===== src/hdl/ppsl_pkg.sv =====
// Package of constants and types for the port pin sharing logic
package ppsl_pkg;
  localparam int PORT_W = 8;                   // Width of each common port
  localparam int OD_BITS = 4;                  // Port A bits with open-drain option
  localparam int PWM_CH = 4;                   // Pulse width outputs on port D
  // Port A shared bit positions
  localparam int PA_BUZ = 0;
  localparam int PA_BUZN = 1;
  localparam int PA_PFD = 3;
  localparam int PA_T2 = 4;
  localparam int PA_T3 = 5;
  // Port D shared bit positions
  localparam int PD_IRQ0 = 4;
  localparam int PD_IRQ1 = 5;
  localparam int PD_T0 = 6;
  localparam int PD_T1 = 7;
  // Reset values
  localparam logic [7:0] DATA_RST = 8'hFF;     // Data latches reset high
  localparam logic [7:0] DIR_RST = 8'hFF;      // All pins inputs after reset
  localparam logic [7:0] ZERO8 = 8'h00;
  localparam logic [1:0] DIV_RST = 2'h0;
  // System clock source options
  typedef enum logic [1:0] {
    PPSL_OSC_XTAL,
    PPSL_OSC_RC,
    PPSL_OSC_EXT
  } ppsl_osc_t;
endpackage


===== src/hdl/ppsl_sync.sv =====
// Two flip-flop synchroniser for a vector of pin inputs
`timescale 1ns/1ps
`default_nettype none
module ppsl_sync #(
  parameter int W = 8
) (
  input  wire logic         clk,     // System clock
  input  wire logic         rst,     // Asynchronous reset, active high
  input  wire logic [W-1:0] async_i, // Raw pin levels
  output logic      [W-1:0] sync_o   // Synchronised levels
);
  logic [W-1:0] meta_q;
  logic [W-1:0] sync_q;

  // First stage read only by the second
  always_ff @(posedge clk or posedge rst) begin
    if (rst) begin
      meta_q <= '0;
      sync_q <= '0;
    end else begin
      meta_q <= async_i;
      sync_q <= meta_q;
    end
  end

  assign sync_o = sync_q;
endmodule
`default_nettype wire


===== src/hdl/ppsl_port.sv =====
// One 8-bit bidirectional port: data and direction latches, pin drive
`timescale 1ns/1ps
`default_nettype none
module ppsl_port (
  input  wire logic                          clk,        // System clock
  input  wire logic                          rst,        // Asynchronous reset
  input  wire logic                          data_wr,    // Data latch write strobe
  input  wire logic [ppsl_pkg::PORT_W-1:0]   data_wdata, // Data latch write value
  input  wire logic                          dir_wr,     // Direction write strobe
  input  wire logic [ppsl_pkg::PORT_W-1:0]   dir_wdata,  // 1 = input, 0 = output
  input  wire logic [ppsl_pkg::PORT_W-1:0]   pullup_en,  // Pull-high request
  input  wire logic [ppsl_pkg::PORT_W-1:0]   fn_sel,     // Shared output owns pin
  input  wire logic [ppsl_pkg::PORT_W-1:0]   fn_val,     // Shared output value
  input  wire logic [ppsl_pkg::PORT_W-1:0]   od_sel,     // Open-drain select
  input  wire logic [ppsl_pkg::PORT_W-1:0]   analog_sel, // Pin given to analog path
  output logic      [ppsl_pkg::PORT_W-1:0]   pin_o,      // Pin output level
  output logic      [ppsl_pkg::PORT_W-1:0]   pin_oe_n,   // Low while driving
  output logic      [ppsl_pkg::PORT_W-1:0]   pin_pu,     // Pull-up connect
  output logic      [ppsl_pkg::PORT_W-1:0]   data_q_o,   // Data latch
  output logic      [ppsl_pkg::PORT_W-1:0]   dir_q_o     // Direction latch
);
  logic [ppsl_pkg::PORT_W-1:0] data_q;
  logic [ppsl_pkg::PORT_W-1:0] dir_q;
  logic [ppsl_pkg::PORT_W-1:0] drv_d;
  logic [ppsl_pkg::PORT_W-1:0] oe_n_d;
  logic [ppsl_pkg::PORT_W-1:0] pu_d;
  logic [ppsl_pkg::PORT_W-1:0] pin_q;
  logic [ppsl_pkg::PORT_W-1:0] oe_n_q;
  logic [ppsl_pkg::PORT_W-1:0] pu_q;

  // Data and direction latches
  always_ff @(posedge clk or posedge rst) begin
    if (rst) begin
      data_q <= ppsl_pkg::DATA_RST;
      dir_q  <= ppsl_pkg::DIR_RST;
    end else begin
      if (data_wr) data_q <= data_wdata;
      if (dir_wr) dir_q <= dir_wdata;
    end
  end

  // Per-pin drive selection
  genvar i;
  generate
    for (i = 0; i < ppsl_pkg::PORT_W; i++) begin : g_pin
      // Peripheral value replaces latch when it owns the pin
      assign drv_d[i] = fn_sel[i] ? fn_val[i] : data_q[i];
      // Push-pull output or Schmitt input; open drain only pulls low
      assign oe_n_d[i] = analog_sel[i] | (dir_q[i] & ~fn_sel[i])
                         | (od_sel[i] & drv_d[i]);
      assign pu_d[i] = pullup_en[i] & ~analog_sel[i];
    end
  endgenerate

  // Registered pin drive
  always_ff @(posedge clk or posedge rst) begin
    if (rst) begin
      pin_q  <= ppsl_pkg::ZERO8;
      oe_n_q <= ppsl_pkg::DIR_RST;
      pu_q   <= ppsl_pkg::ZERO8;
    end else begin
      pin_q  <= drv_d;
      oe_n_q <= oe_n_d;
      pu_q   <= pu_d;
    end
  end

  assign pin_o    = pin_q;
  assign pin_oe_n = oe_n_q;
  assign pin_pu   = pu_q;
  assign data_q_o = data_q;
  assign dir_q_o  = dir_q;
endmodule
`default_nettype wire


===== src/hdl/ppsl_top.sv =====
// Pin sharing logic for ports A, B, D and the oscillator pins
//--------------------------------------------------------------------
// What this block does
// - Ports A, B and D are each eight bits wide and every bit is bidirectional.
// - Software makes each pin a push-pull output or a Schmitt-trigger input.
// - Every pin of ports A, B and D has its own pull-high enable bit.
// - Each port A bit can be enabled as a wake-up source ending power-down.
// - Port A bits 0,1,3,4,5 carry buzzer, inverted buzzer, divider, timer 2 and 3 by option.
// - Port A bits 0 to 3 can be switched to open-drain output.
// - Port B pins selected as analog inputs lose their digital path and pull-high.
// - Port D bits 0 to 3 are taken by the PWM outputs when the PWM controls say so.
// - Port D bits 4 to 7 feed external interrupts 0, 1 and timer 0, 1 inputs.
// - The clock source is crystal, RC or external clock by option, external into the input pin.
// - In RC mode the oscillator output pin shows the system clock divided by four.
//--------------------------------------------------------------------
`timescale 1ns/1ps
`default_nettype none
module ppsl_top (
  input  wire logic       clk,                   // System clock
  input  wire logic       rst,                   // Asynchronous reset, active high

  // Option bits
  input  wire logic       opt_buzzer_en,         // Buzzer pair on PA0/PA1
  input  wire logic       opt_freq_div_en,       // Divider output on PA3
  input  wire logic       opt_timer2_en,         // Timer 2 input on PA4
  input  wire logic       opt_timer3_en,         // Timer 3 input on PA5
  input  wire logic [1:0] opt_osc_mode,          // Clock source option

  // Software control, port A
  input  wire logic       pa_data_wr,            // Port A latch write
  input  wire logic       pa_dir_wr,             // Port A direction write
  input  wire logic [7:0] pa_wdata,              // Port A write value
  input  wire logic [7:0] port_a_pullup_enable,  // Port A pull-high enables
  input  wire logic [7:0] port_a_wake_enable,    // Port A wake-up enables
  input  wire logic [3:0] port_a_open_drain,     // PA0..PA3 open-drain select

  // Software control, port B
  input  wire logic       pb_data_wr,            // Port B latch write
  input  wire logic       pb_dir_wr,             // Port B direction write
  input  wire logic [7:0] pb_wdata,              // Port B write value
  input  wire logic [7:0] port_b_pullup_enable,  // Port B pull-high enables
  input  wire logic [7:0] port_b_analog_sel,     // Port B analog select

  // Software control, port D
  input  wire logic       pd_data_wr,            // Port D latch write
  input  wire logic       pd_dir_wr,             // Port D direction write
  input  wire logic [7:0] pd_wdata,              // Port D write value
  input  wire logic [7:0] port_d_pullup_enable,  // Port D pull-high enables
  input  wire logic [3:0] pwm_pin_sel,           // PWM channel owns PD pin

  // Peripheral outputs
  input  wire logic       buzzer_out,            // Buzzer signal
  input  wire logic       freq_divider_out,      // Divider signal
  input  wire logic [3:0] pulse_width_out_0_to_3,// PWM channels
  input  wire logic       sys_clk_div_src,       // Unused marker tied by user

  // Pins
  input  wire logic [7:0] pa_pin_i,              // Port A pin levels
  output logic      [7:0] pa_pin_o,              // Port A drive level
  output logic      [7:0] pa_pin_oe_n,           // Port A enable, low drives
  output logic      [7:0] pa_pin_pu,             // Port A pull-up connect
  input  wire logic [7:0] pb_pin_i,              // Port B pin levels
  output logic      [7:0] pb_pin_o,              // Port B drive level
  output logic      [7:0] pb_pin_oe_n,           // Port B enable, low drives
  output logic      [7:0] pb_pin_pu,             // Port B pull-up connect
  output logic      [7:0] analog_in_0_to_7,      // Analog switch close per channel
  input  wire logic [7:0] pd_pin_i,              // Port D pin levels
  output logic      [7:0] pd_pin_o,              // Port D drive level
  output logic      [7:0] pd_pin_oe_n,           // Port D enable, low drives
  output logic      [7:0] pd_pin_pu,             // Port D pull-up connect
  input  wire logic       osc_input_pin,         // Oscillator input pin level
  output logic            osc_output_pin,        // Oscillator output pin
  output logic            osc_output_oe_n,       // Low while driving output pin
  output logic            external_clock_mode,   // External clock selected
  output logic            xtal_amp_en,           // Crystal amplifier enable

  // Read-back and peripheral inputs
  output logic      [7:0] pa_read,               // Port A read value
  output logic      [7:0] pb_read,               // Port B read value
  output logic      [7:0] pd_read,               // Port D read value
  output logic            wake_up,               // Wake-up request
  output logic            timer0_ext_input,      // Timer 0 input
  output logic            timer1_ext_input,      // Timer 1 input
  output logic            timer2_ext_input,      // Timer 2 input
  output logic            timer3_ext_input,      // Timer 3 input
  output logic            ext_irq0_input,        // External interrupt 0
  output logic            ext_irq1_input         // External interrupt 1
);
  //------------------------------------------------------------------
  // Pin synchronisers
  //------------------------------------------------------------------
  logic [7:0] pa_s;
  logic [7:0] pb_s;
  logic [7:0] pd_s;

  logic [7:0] pa_data;
  logic [7:0] pa_dir;
  logic [7:0] pb_data;
  logic [7:0] pb_dir;
  logic [7:0] pd_data;
  logic [7:0] pd_dir;

  ppsl_sync #(.W(24)) u_sync (
    .clk     (clk),
    .rst     (rst),
    .async_i ({pd_pin_i, pb_pin_i, pa_pin_i}),
    .sync_o  ({pd_s, pb_s, pa_s})
  );

  //------------------------------------------------------------------
  // Shared function selection
  //------------------------------------------------------------------
  logic [7:0] pa_fn_sel;
  logic [7:0] pa_fn_val;
  logic [7:0] pa_od;

  logic [7:0] pd_fn_sel;
  logic [7:0] pd_fn_val;

  // Port A option-chosen outputs
  assign pa_fn_sel = {4'h0, opt_freq_div_en, 1'b0, opt_buzzer_en, opt_buzzer_en};
  assign pa_fn_val = {4'h0, freq_divider_out, 1'b0, ~buzzer_out, buzzer_out};
  assign pa_od     = {4'h0, port_a_open_drain};

  // Port D PWM takeover
  assign pd_fn_sel = {4'h0, pwm_pin_sel};
  assign pd_fn_val = {4'h0, pulse_width_out_0_to_3};

  //------------------------------------------------------------------
  // Ports
  //------------------------------------------------------------------
  // Three identical bidirectional ports
  ppsl_port u_pa (
    .clk        (clk),
    .rst        (rst),
    .data_wr    (pa_data_wr),
    .data_wdata (pa_wdata),
    .dir_wr     (pa_dir_wr),
    .dir_wdata  (pa_wdata),
    .pullup_en  (port_a_pullup_enable),
    .fn_sel     (pa_fn_sel),
    .fn_val     (pa_fn_val),
    .od_sel     (pa_od),
    .analog_sel (ppsl_pkg::ZERO8),
    .pin_o      (pa_pin_o),
    .pin_oe_n   (pa_pin_oe_n),
    .pin_pu     (pa_pin_pu),
    .data_q_o   (pa_data),
    .dir_q_o    (pa_dir)
  );

  ppsl_port u_pb (
    .clk        (clk),
    .rst        (rst),
    .data_wr    (pb_data_wr),
    .data_wdata (pb_wdata),
    .dir_wr     (pb_dir_wr),
    .dir_wdata  (pb_wdata),
    .pullup_en  (port_b_pullup_enable),
    .fn_sel     (ppsl_pkg::ZERO8),
    .fn_val     (ppsl_pkg::ZERO8),
    .od_sel     (ppsl_pkg::ZERO8),
    .analog_sel (port_b_analog_sel),
    .pin_o      (pb_pin_o),
    .pin_oe_n   (pb_pin_oe_n),
    .pin_pu     (pb_pin_pu),
    .data_q_o   (pb_data),
    .dir_q_o    (pb_dir)
  );

  ppsl_port u_pd (
    .clk        (clk),
    .rst        (rst),
    .data_wr    (pd_data_wr),
    .data_wdata (pd_wdata),
    .dir_wr     (pd_dir_wr),
    .dir_wdata  (pd_wdata),
    .pullup_en  (port_d_pullup_enable),
    .fn_sel     (pd_fn_sel),
    .fn_val     (pd_fn_val),
    .od_sel     (ppsl_pkg::ZERO8),
    .analog_sel (ppsl_pkg::ZERO8),
    .pin_o      (pd_pin_o),
    .pin_oe_n   (pd_pin_oe_n),
    .pin_pu     (pd_pin_pu),
    .data_q_o   (pd_data),
    .dir_q_o    (pd_dir)
  );

  //------------------------------------------------------------------
  // Read-back, wake-up and peripheral inputs
  //------------------------------------------------------------------
  logic [7:0] pa_rd_d;
  logic [7:0] pb_rd_d;
  logic [7:0] pd_rd_d;
  logic       wake_d;

  logic       pa_wake_ref_q;
  logic [7:0] pa_prev_q;
  logic [7:0] pa_rd_q;
  logic [7:0] pb_rd_q;
  logic [7:0] pd_rd_q;
  logic       wake_q;
  logic [5:0] in_q;

  // Inputs read the pin, outputs read the latch; analog bits read zero
  assign pa_rd_d = (pa_dir & pa_s) | (~pa_dir & pa_data);
  assign pb_rd_d = ((pb_dir & pb_s) | (~pb_dir & pb_data)) & ~port_b_analog_sel;
  assign pd_rd_d = (pd_dir & pd_s) | (~pd_dir & pd_data);
  // Any change on an enabled port A pin asks for wake-up
  assign wake_d = |((pa_s ^ pa_prev_q) & port_a_wake_enable & {8{pa_wake_ref_q}});

  // Registered read-back and input routing
  always_ff @(posedge clk or posedge rst) begin
    if (rst) begin
      pa_prev_q     <= ppsl_pkg::ZERO8;
      pa_wake_ref_q <= 1'b0;
      pa_rd_q       <= ppsl_pkg::ZERO8;
      pb_rd_q       <= ppsl_pkg::ZERO8;
      pd_rd_q       <= ppsl_pkg::ZERO8;
      wake_q        <= 1'b0;
      in_q          <= 6'h00;
    end else begin
      pa_prev_q     <= pa_s;
      pa_wake_ref_q <= 1'b1;
      pa_rd_q       <= pa_rd_d;
      pb_rd_q       <= pb_rd_d;
      pd_rd_q       <= pd_rd_d;
      wake_q        <= wake_d;
      in_q[0]       <= pd_s[ppsl_pkg::PD_T0];
      in_q[1]       <= pd_s[ppsl_pkg::PD_T1];
      in_q[2]       <= pd_s[ppsl_pkg::PD_IRQ0];
      in_q[3]       <= pd_s[ppsl_pkg::PD_IRQ1];
      in_q[4]       <= opt_timer2_en & pa_s[ppsl_pkg::PA_T2];
      in_q[5]       <= opt_timer3_en & pa_s[ppsl_pkg::PA_T3];
    end
  end

  assign pa_read          = pa_rd_q;
  assign pb_read          = pb_rd_q;
  assign pd_read          = pd_rd_q;
  assign wake_up          = wake_q;
  assign timer0_ext_input = in_q[0];
  assign timer1_ext_input = in_q[1];
  assign ext_irq0_input   = in_q[2];
  assign ext_irq1_input   = in_q[3];
  assign timer2_ext_input = in_q[4];
  assign timer3_ext_input = in_q[5];

  //------------------------------------------------------------------
  // Analog switches
  //------------------------------------------------------------------
  logic [7:0] an_q;

  // Close the analog switch of each selected port B pin
  always_ff @(posedge clk or posedge rst) begin
    if (rst) an_q <= ppsl_pkg::ZERO8;
    else an_q <= port_b_analog_sel;
  end

  assign analog_in_0_to_7 = an_q;

  //------------------------------------------------------------------
  // Oscillator pins
  //------------------------------------------------------------------
  logic       rc_mode;
  logic       ext_mode;

  logic [1:0] div_q;
  logic       osc_o_q;
  logic       osc_oe_n_q;
  logic       ext_q;
  logic       xtal_q;

  assign rc_mode  = opt_osc_mode == ppsl_pkg::PPSL_OSC_RC;
  assign ext_mode = opt_osc_mode == ppsl_pkg::PPSL_OSC_EXT;

  // Divide the system clock by four for the output pin in RC mode
  always_ff @(posedge clk or posedge rst) begin
    if (rst) begin
      div_q      <= ppsl_pkg::DIV_RST;
      osc_o_q    <= 1'b0;
      osc_oe_n_q <= 1'b1;
      ext_q      <= 1'b0;
      xtal_q     <= 1'b0;
    end else begin
      div_q      <= div_q + 2'h1;
      osc_o_q    <= rc_mode & div_q[1];
      osc_oe_n_q <= ~rc_mode;
      ext_q      <= ext_mode;
      xtal_q     <= ~rc_mode & ~ext_mode;
    end
  end

  assign osc_output_pin      = osc_o_q;
  assign osc_output_oe_n     = osc_oe_n_q;
  assign external_clock_mode = ext_q;
  assign xtal_amp_en         = xtal_q;
endmodule
`default_nettype wire


===== config.mk =====
export PLATFORM = sky130hd
export DESIGN_NAME = ppsl_top
export DESIGN_NICKNAME = d
export VERILOG_FILES = /design/src/hdl/ppsl_pkg.sv /design/src/hdl/ppsl_sync.sv /design/src/hdl/ppsl_port.sv /design/src/hdl/ppsl_top.sv
export SDC_FILE = /design/constraint.sdc
export NUM_CORES = 1
export LEC_CHECK = 0
export BUFFER_PORTS_ARGS = -buffer_cell sky130_fd_sc_hd__buf_2
export CAP_MARGIN = 20
export CORE_ASPECT_RATIO = 2
export CORE_UTILIZATION = 35
export CTS_CLUSTER_SIZE = 30
export DETAILED_ROUTE_END_ITERATION = 10
export PLACE_DENSITY_LB_ADDON = 0.25
export SYNTH_ARGS = -nofsm -noshare
export SYNTH_HDL_FRONTEND = slang
export SYNTH_SLANG_ARGS = --single-unit

===== constraint.sdc =====
create_clock -name clk -period 7.33 [get_ports clk]
set_clock_uncertainty 0.05 [all_clocks]
set_input_delay 0.3665 -clock clk [delete_from_list [all_inputs] [get_ports clk]]
set_output_delay 0.3665 -clock clk [all_outputs]
set_load 0.03 [all_outputs]

## Word-level counts from Yosys, hierarchy flattened

Index checks and enable logic that the tools add are counted.

- Add/subtract/negate cells: 1
- Equal/unequal tests: 2
- Multiplexer cells: 7
- Bitwise gates (word level): 69
- Reduce and logical (&&, ||, !) cells: 1

Operators with widths:

| cell | count |
|---|---|
| $and 8x8->8 | 9 |
| $not 8->8 | 4 |
| $or 8x8->8 | 3 |
| $and 1x1->1 | 23 |
| $not 1->1 | 17 |
| $or 1x1->1 | 12 |
| $reduce_or 8->1 | 1 |
| $xor 8x8->8 | 1 |
| $mux 1 | 7 |
| $add 2x1->2 const B | 1 |
| $eq 2x1->1 const B | 1 |
| $eq 2x2->1 const B | 1 |

- Register bits after elaboration: 222
- Bits of input ports: 118
- Logic and storage cells: 110

## Longest topological paths before layout

- Depth after elaboration: 4
- Mapped depth: 3
- Gate-level depth less buffers: 3

## By module

A second synthesis with hierarchy kept.

- Cells, all modules: 457
- Area total of the unflattened synthesis: 7532.2 um^2

By module, submodules not included:

| module | times used | cells an instance | area an instance (um^2) | seq. area each (um^2) |
|---|---|---|---|---|
| ppsl_port | 3 | 98 | 1496.4 | 1031.0 |
| ppsl_top | 1 | 114 | 1838.0 | 1352.5 |
| ppsl_sync | 1 | 49 | 1204.9 | 1201.2 |

## Worst setup path before layout

OpenSTA, ideal clock, no wires.

- Kind: register -> output
- Start point: register osc_oe_n_q, in the netlist osc_output_oe_n
- End point: output osc_output_oe_n
- Data arrival time: 0.588 ns
- Required time: 6.913 ns
- Path slack: 6.325 ns
- Stages on the path, launching flop included: 1
- Path through: dfstp_2

RTL lines:

| item | RTL line | RTL |
|---|---|---|
| start: declaration | ppsl_top.sv:271 | `logic osc_oe_n_q;` |
| start signal: assignment | ppsl_top.sv:289 | `osc_oe_n_q <= ~rc_mode;` |
| end: declaration | ppsl_top.sv:73 | `output logic osc_output_oe_n,` |

No word-level cell between the ends.

==> flow_summary.json <==
{
  "status": "complete, no violations",
  "worstPathArrival_ns": 2.13,
  "drc": 0,
  "fmax_ghz": 0.585,
  "cts_root_buffer": "clkbuf_16",
  "rows": 72,
  "fp.dieArea_mm2": 0.0204,
  "drt_iter0_drc": 105,
  "cts_tree": "done",
  "synth-xor-area-share": 0.0114,
  "ioPinCount": 233,
  "die_width_um": 102,
  "setup-tns-final_ns": 0,
  "hold_class": "primary input to asynchronous set/reset pin",
  "syn_area_per_cell_um2": 18.6,
  "grt_pass1_wl_um": 22600,
  "maxCapViolations": 0,
  "cp_top_family": "buffers and inverters",
  "post_cts_buffers": 0,
  "maxSlewHeadroom": 0.360,
  "fin_crit_ns": 1.71,
  "core_mm2": 0.0194,
  "grt_max_degree": 143,
  "cts_buffer_depth": 3,
  "syn-num-nets": 493,
  "numPortBuffers": 230,
  "place_ws_ns": 5.01,
  "fin_util": 0.498,
  "synth_area_mm2": 0.00694,
  "clkSinkCount": 222,
  "hold_buffers": 53,
  "yosysWarnings": 0,
  "synth_top_family_by_area": "multiplexers",
  "critPathLaunchType": "primary input",
  "critical_path_buf_inv_count": 3,
  "r2r_cells": 3,
  "fin_hold_ws_ns": 0.0202,
  "antenna_found_initial": 1,
  "synth-simple-area-share": 0.0278,
  "fin_crit_sh": 0.233,
  "r2r_end": "wake_up",
  "worst_pin_slew_ns": 0.960,
  "fillers": 1658,
  "rsz0062_at_grt": "false",
  "yosysUniqueCellTypes": 21,
  "power_uw": 2820,
  "wl_um": 14400,
  "setup_violations": 0,
  "power_density_mw_per_mm2": 293,
  "path_clk_slew_ns": 0.07,
  "synth_seq_cells": 222,
  "syn_to_final_growth_pct": 39.0,
  "synth_compound_area_frac": 0.0115,
  "finalHoldViolCount": 0,
  "cp_cell_sequence": "buf_2 -> inv_8 -> buf_4",
  "synthAdderAreaFrac": 0.00361,
  "synthCells": 373,
  "num_vias": 4061,
  "initial_core_util": 0.358,
  "p_leak_uw": 0.00456,
  "globalplace.congestion": 0.768,
  "drive_above_1_share": 0.603,
  "max_stage_delay_ns": 0.88,
  "worstSkewPairLatency_ns": 0.48,
  "report.final.slew_viol_count": 0,
  "final_antenna_net_count": 0,
  "worst-setup-path-type": "primary input to asynchronous set/reset pin",
  "hpwlAfterDp_um": 10100,
  "cp-end-kind": "asynchronous set/reset pin",
  "grt_pass1_vias": 4571,
  "slowest_stage": "buf_4",
  "avgViaCountPerCell": 4.29,
  "synthMuxAreaShare": 0.122,
  "nets": 793,
  "vdd_drop_max_mv": 0.193,
  "yosysSeqAreaShare": 0.814,
  "finalWorstSetupSlack_ns": 5.62,
  "grt_overflow_total": 0,
  "track_usage": 0.145,
  "die_h_um": 201,
  "rr_startpoint": "u_sync.sync_o[5]",
  "post_cts_resized": 0,
  "crit_required_ns": 7.76,
  "cts_buffers": 20,
  "wl_per_cell_um": 15.2,
  "crit_fanout": 142,
  "first_pass_iters": 3,
  "r2r_setup_slack_ns": 6.17,
  "htreeDepth": 1
}
[layout make-up]
cell class	instances	area (um2)	area share
antenna	1	2.50	0.000259
multi-input combinational	136	1230	0.128
timing repair buffer	284	1690	0.175
inverter	9	41.3	0.00428
tap	259	324	0.0336
sequential	222	5650	0.585
clock buffer	27	578	0.0599
clock inverter	9	134	0.0139
[metrics by stage]
| step | std cells | cell area [um2] |
|---|---|---|
| floorplan | 373 | 6940 |
| CTS | 946 | 9640 |
| detailed placement | 857 | 8400 |
| global route | 947 | 9650 |
| global placement | 857 | 8400 |
| finish | 947 | 9650 |
[Yosys cell counts]
cell type,n,area share
dfrtp_1,149,0.54
dfstp_2,73,0.28
mux2_2,67,0.11
nor2b_1,12,0.011
inv_1,9,0.0049
nor2_1,9,0.0049
xor2_1,9,0.011
mux2i_1,8,0.012
or2_2,8,0.0072
buf_2,6,0.0043
a22oi_1,4,0.0043
nand2_1,4,0.0022
o21ai_0,4,0.0029
and2_1,3,0.0027
ha_1,2,0.0036
a21o_1,1,0.0011
a21oi_1,1,0.00072
a22o_1,1,0.0013
a41oi_1,1,0.0013
conb_1,1,0.00054
mux2_4,1,0.0022
[cell families after synthesis]
logic type               count (synthesis)
flip-flops                             222
multiplexers                            76
AND/OR/NAND/NOR                         36
buffers and inverters                   15
AO/OA/AOI/OAI                           12
XOR/XNOR                                 9
adder cells (fa/ha/maj)                  2
other                                    1
[worst reg2reg max path: stages, from the launching register on]
cell	delay [ns]
dfrtp_1	0.41
xor2_1	0.17
a22oi_1	0.25
a41oi_1	0.14
[worst max-delay path by stage]
stage | from | end | slack (ns) | cells after the start
final | rst | u_pb.pin_pu[3] | 5.62 | 3
after detailed placement | rst | u_pd.pin_pu[2] | 5.01 | 3
after floorplan | rst | analog_in_0_to_7[0] | 0.96 | 1
after global placement | rst | u_pd.pin_pu[2] | 5.11 | 3
after global routing | rst | u_pb.pin_pu[3] | 5.25 | 3
after CTS | rst | u_pd.pin_pu[2] | 5.54 | 3
[report_power, final]
group | switching, uW | total [uW] | internal (uW)
sequential | 41.6 | 1390 | 1350
clock | 441 | 1110 | 665
combinational | 199 | 326 | 127
total | 682 | 2820 | 2140
[cell usage in the layout, fill, tap and decap left out, types with 2 or more instances in the layout]
master         Yosys  final
dfstp_2           73     73
bufinv_16          0      3
dlygate4sd3_1      0     53
clkbuf_1           0      3
buf_2              6    230
mux2i_1            8      8
a22oi_1            4      4
clkinv_2           0      2
nor2_1             9      9
inv_1              9      8
clkinv_4           0      2
dfrtp_1          149    149
ha_1               2      2
nor2b_1           12     12
o21ai_0            4      4
and2_1             3      3
clkbuf_16          0     21
nand2_1            4      4
clkbuf_8           0      3
xor2_1             9      9
or2_2              8      8
mux2_2            67     67
[layer usage]
metal | vias up | global-route usage | share of wire
met3 | 45 | 0.0323 | 0.059
met2 | 151 | 0.276 | 0.58
met1 | 2035 | 0.135 | 0.31
met4 | 0 | 0.0807 | 0.051
li1 | 1830 | - | -
met5 | - | 0 | 0
(Power assumes the default switching activity.)
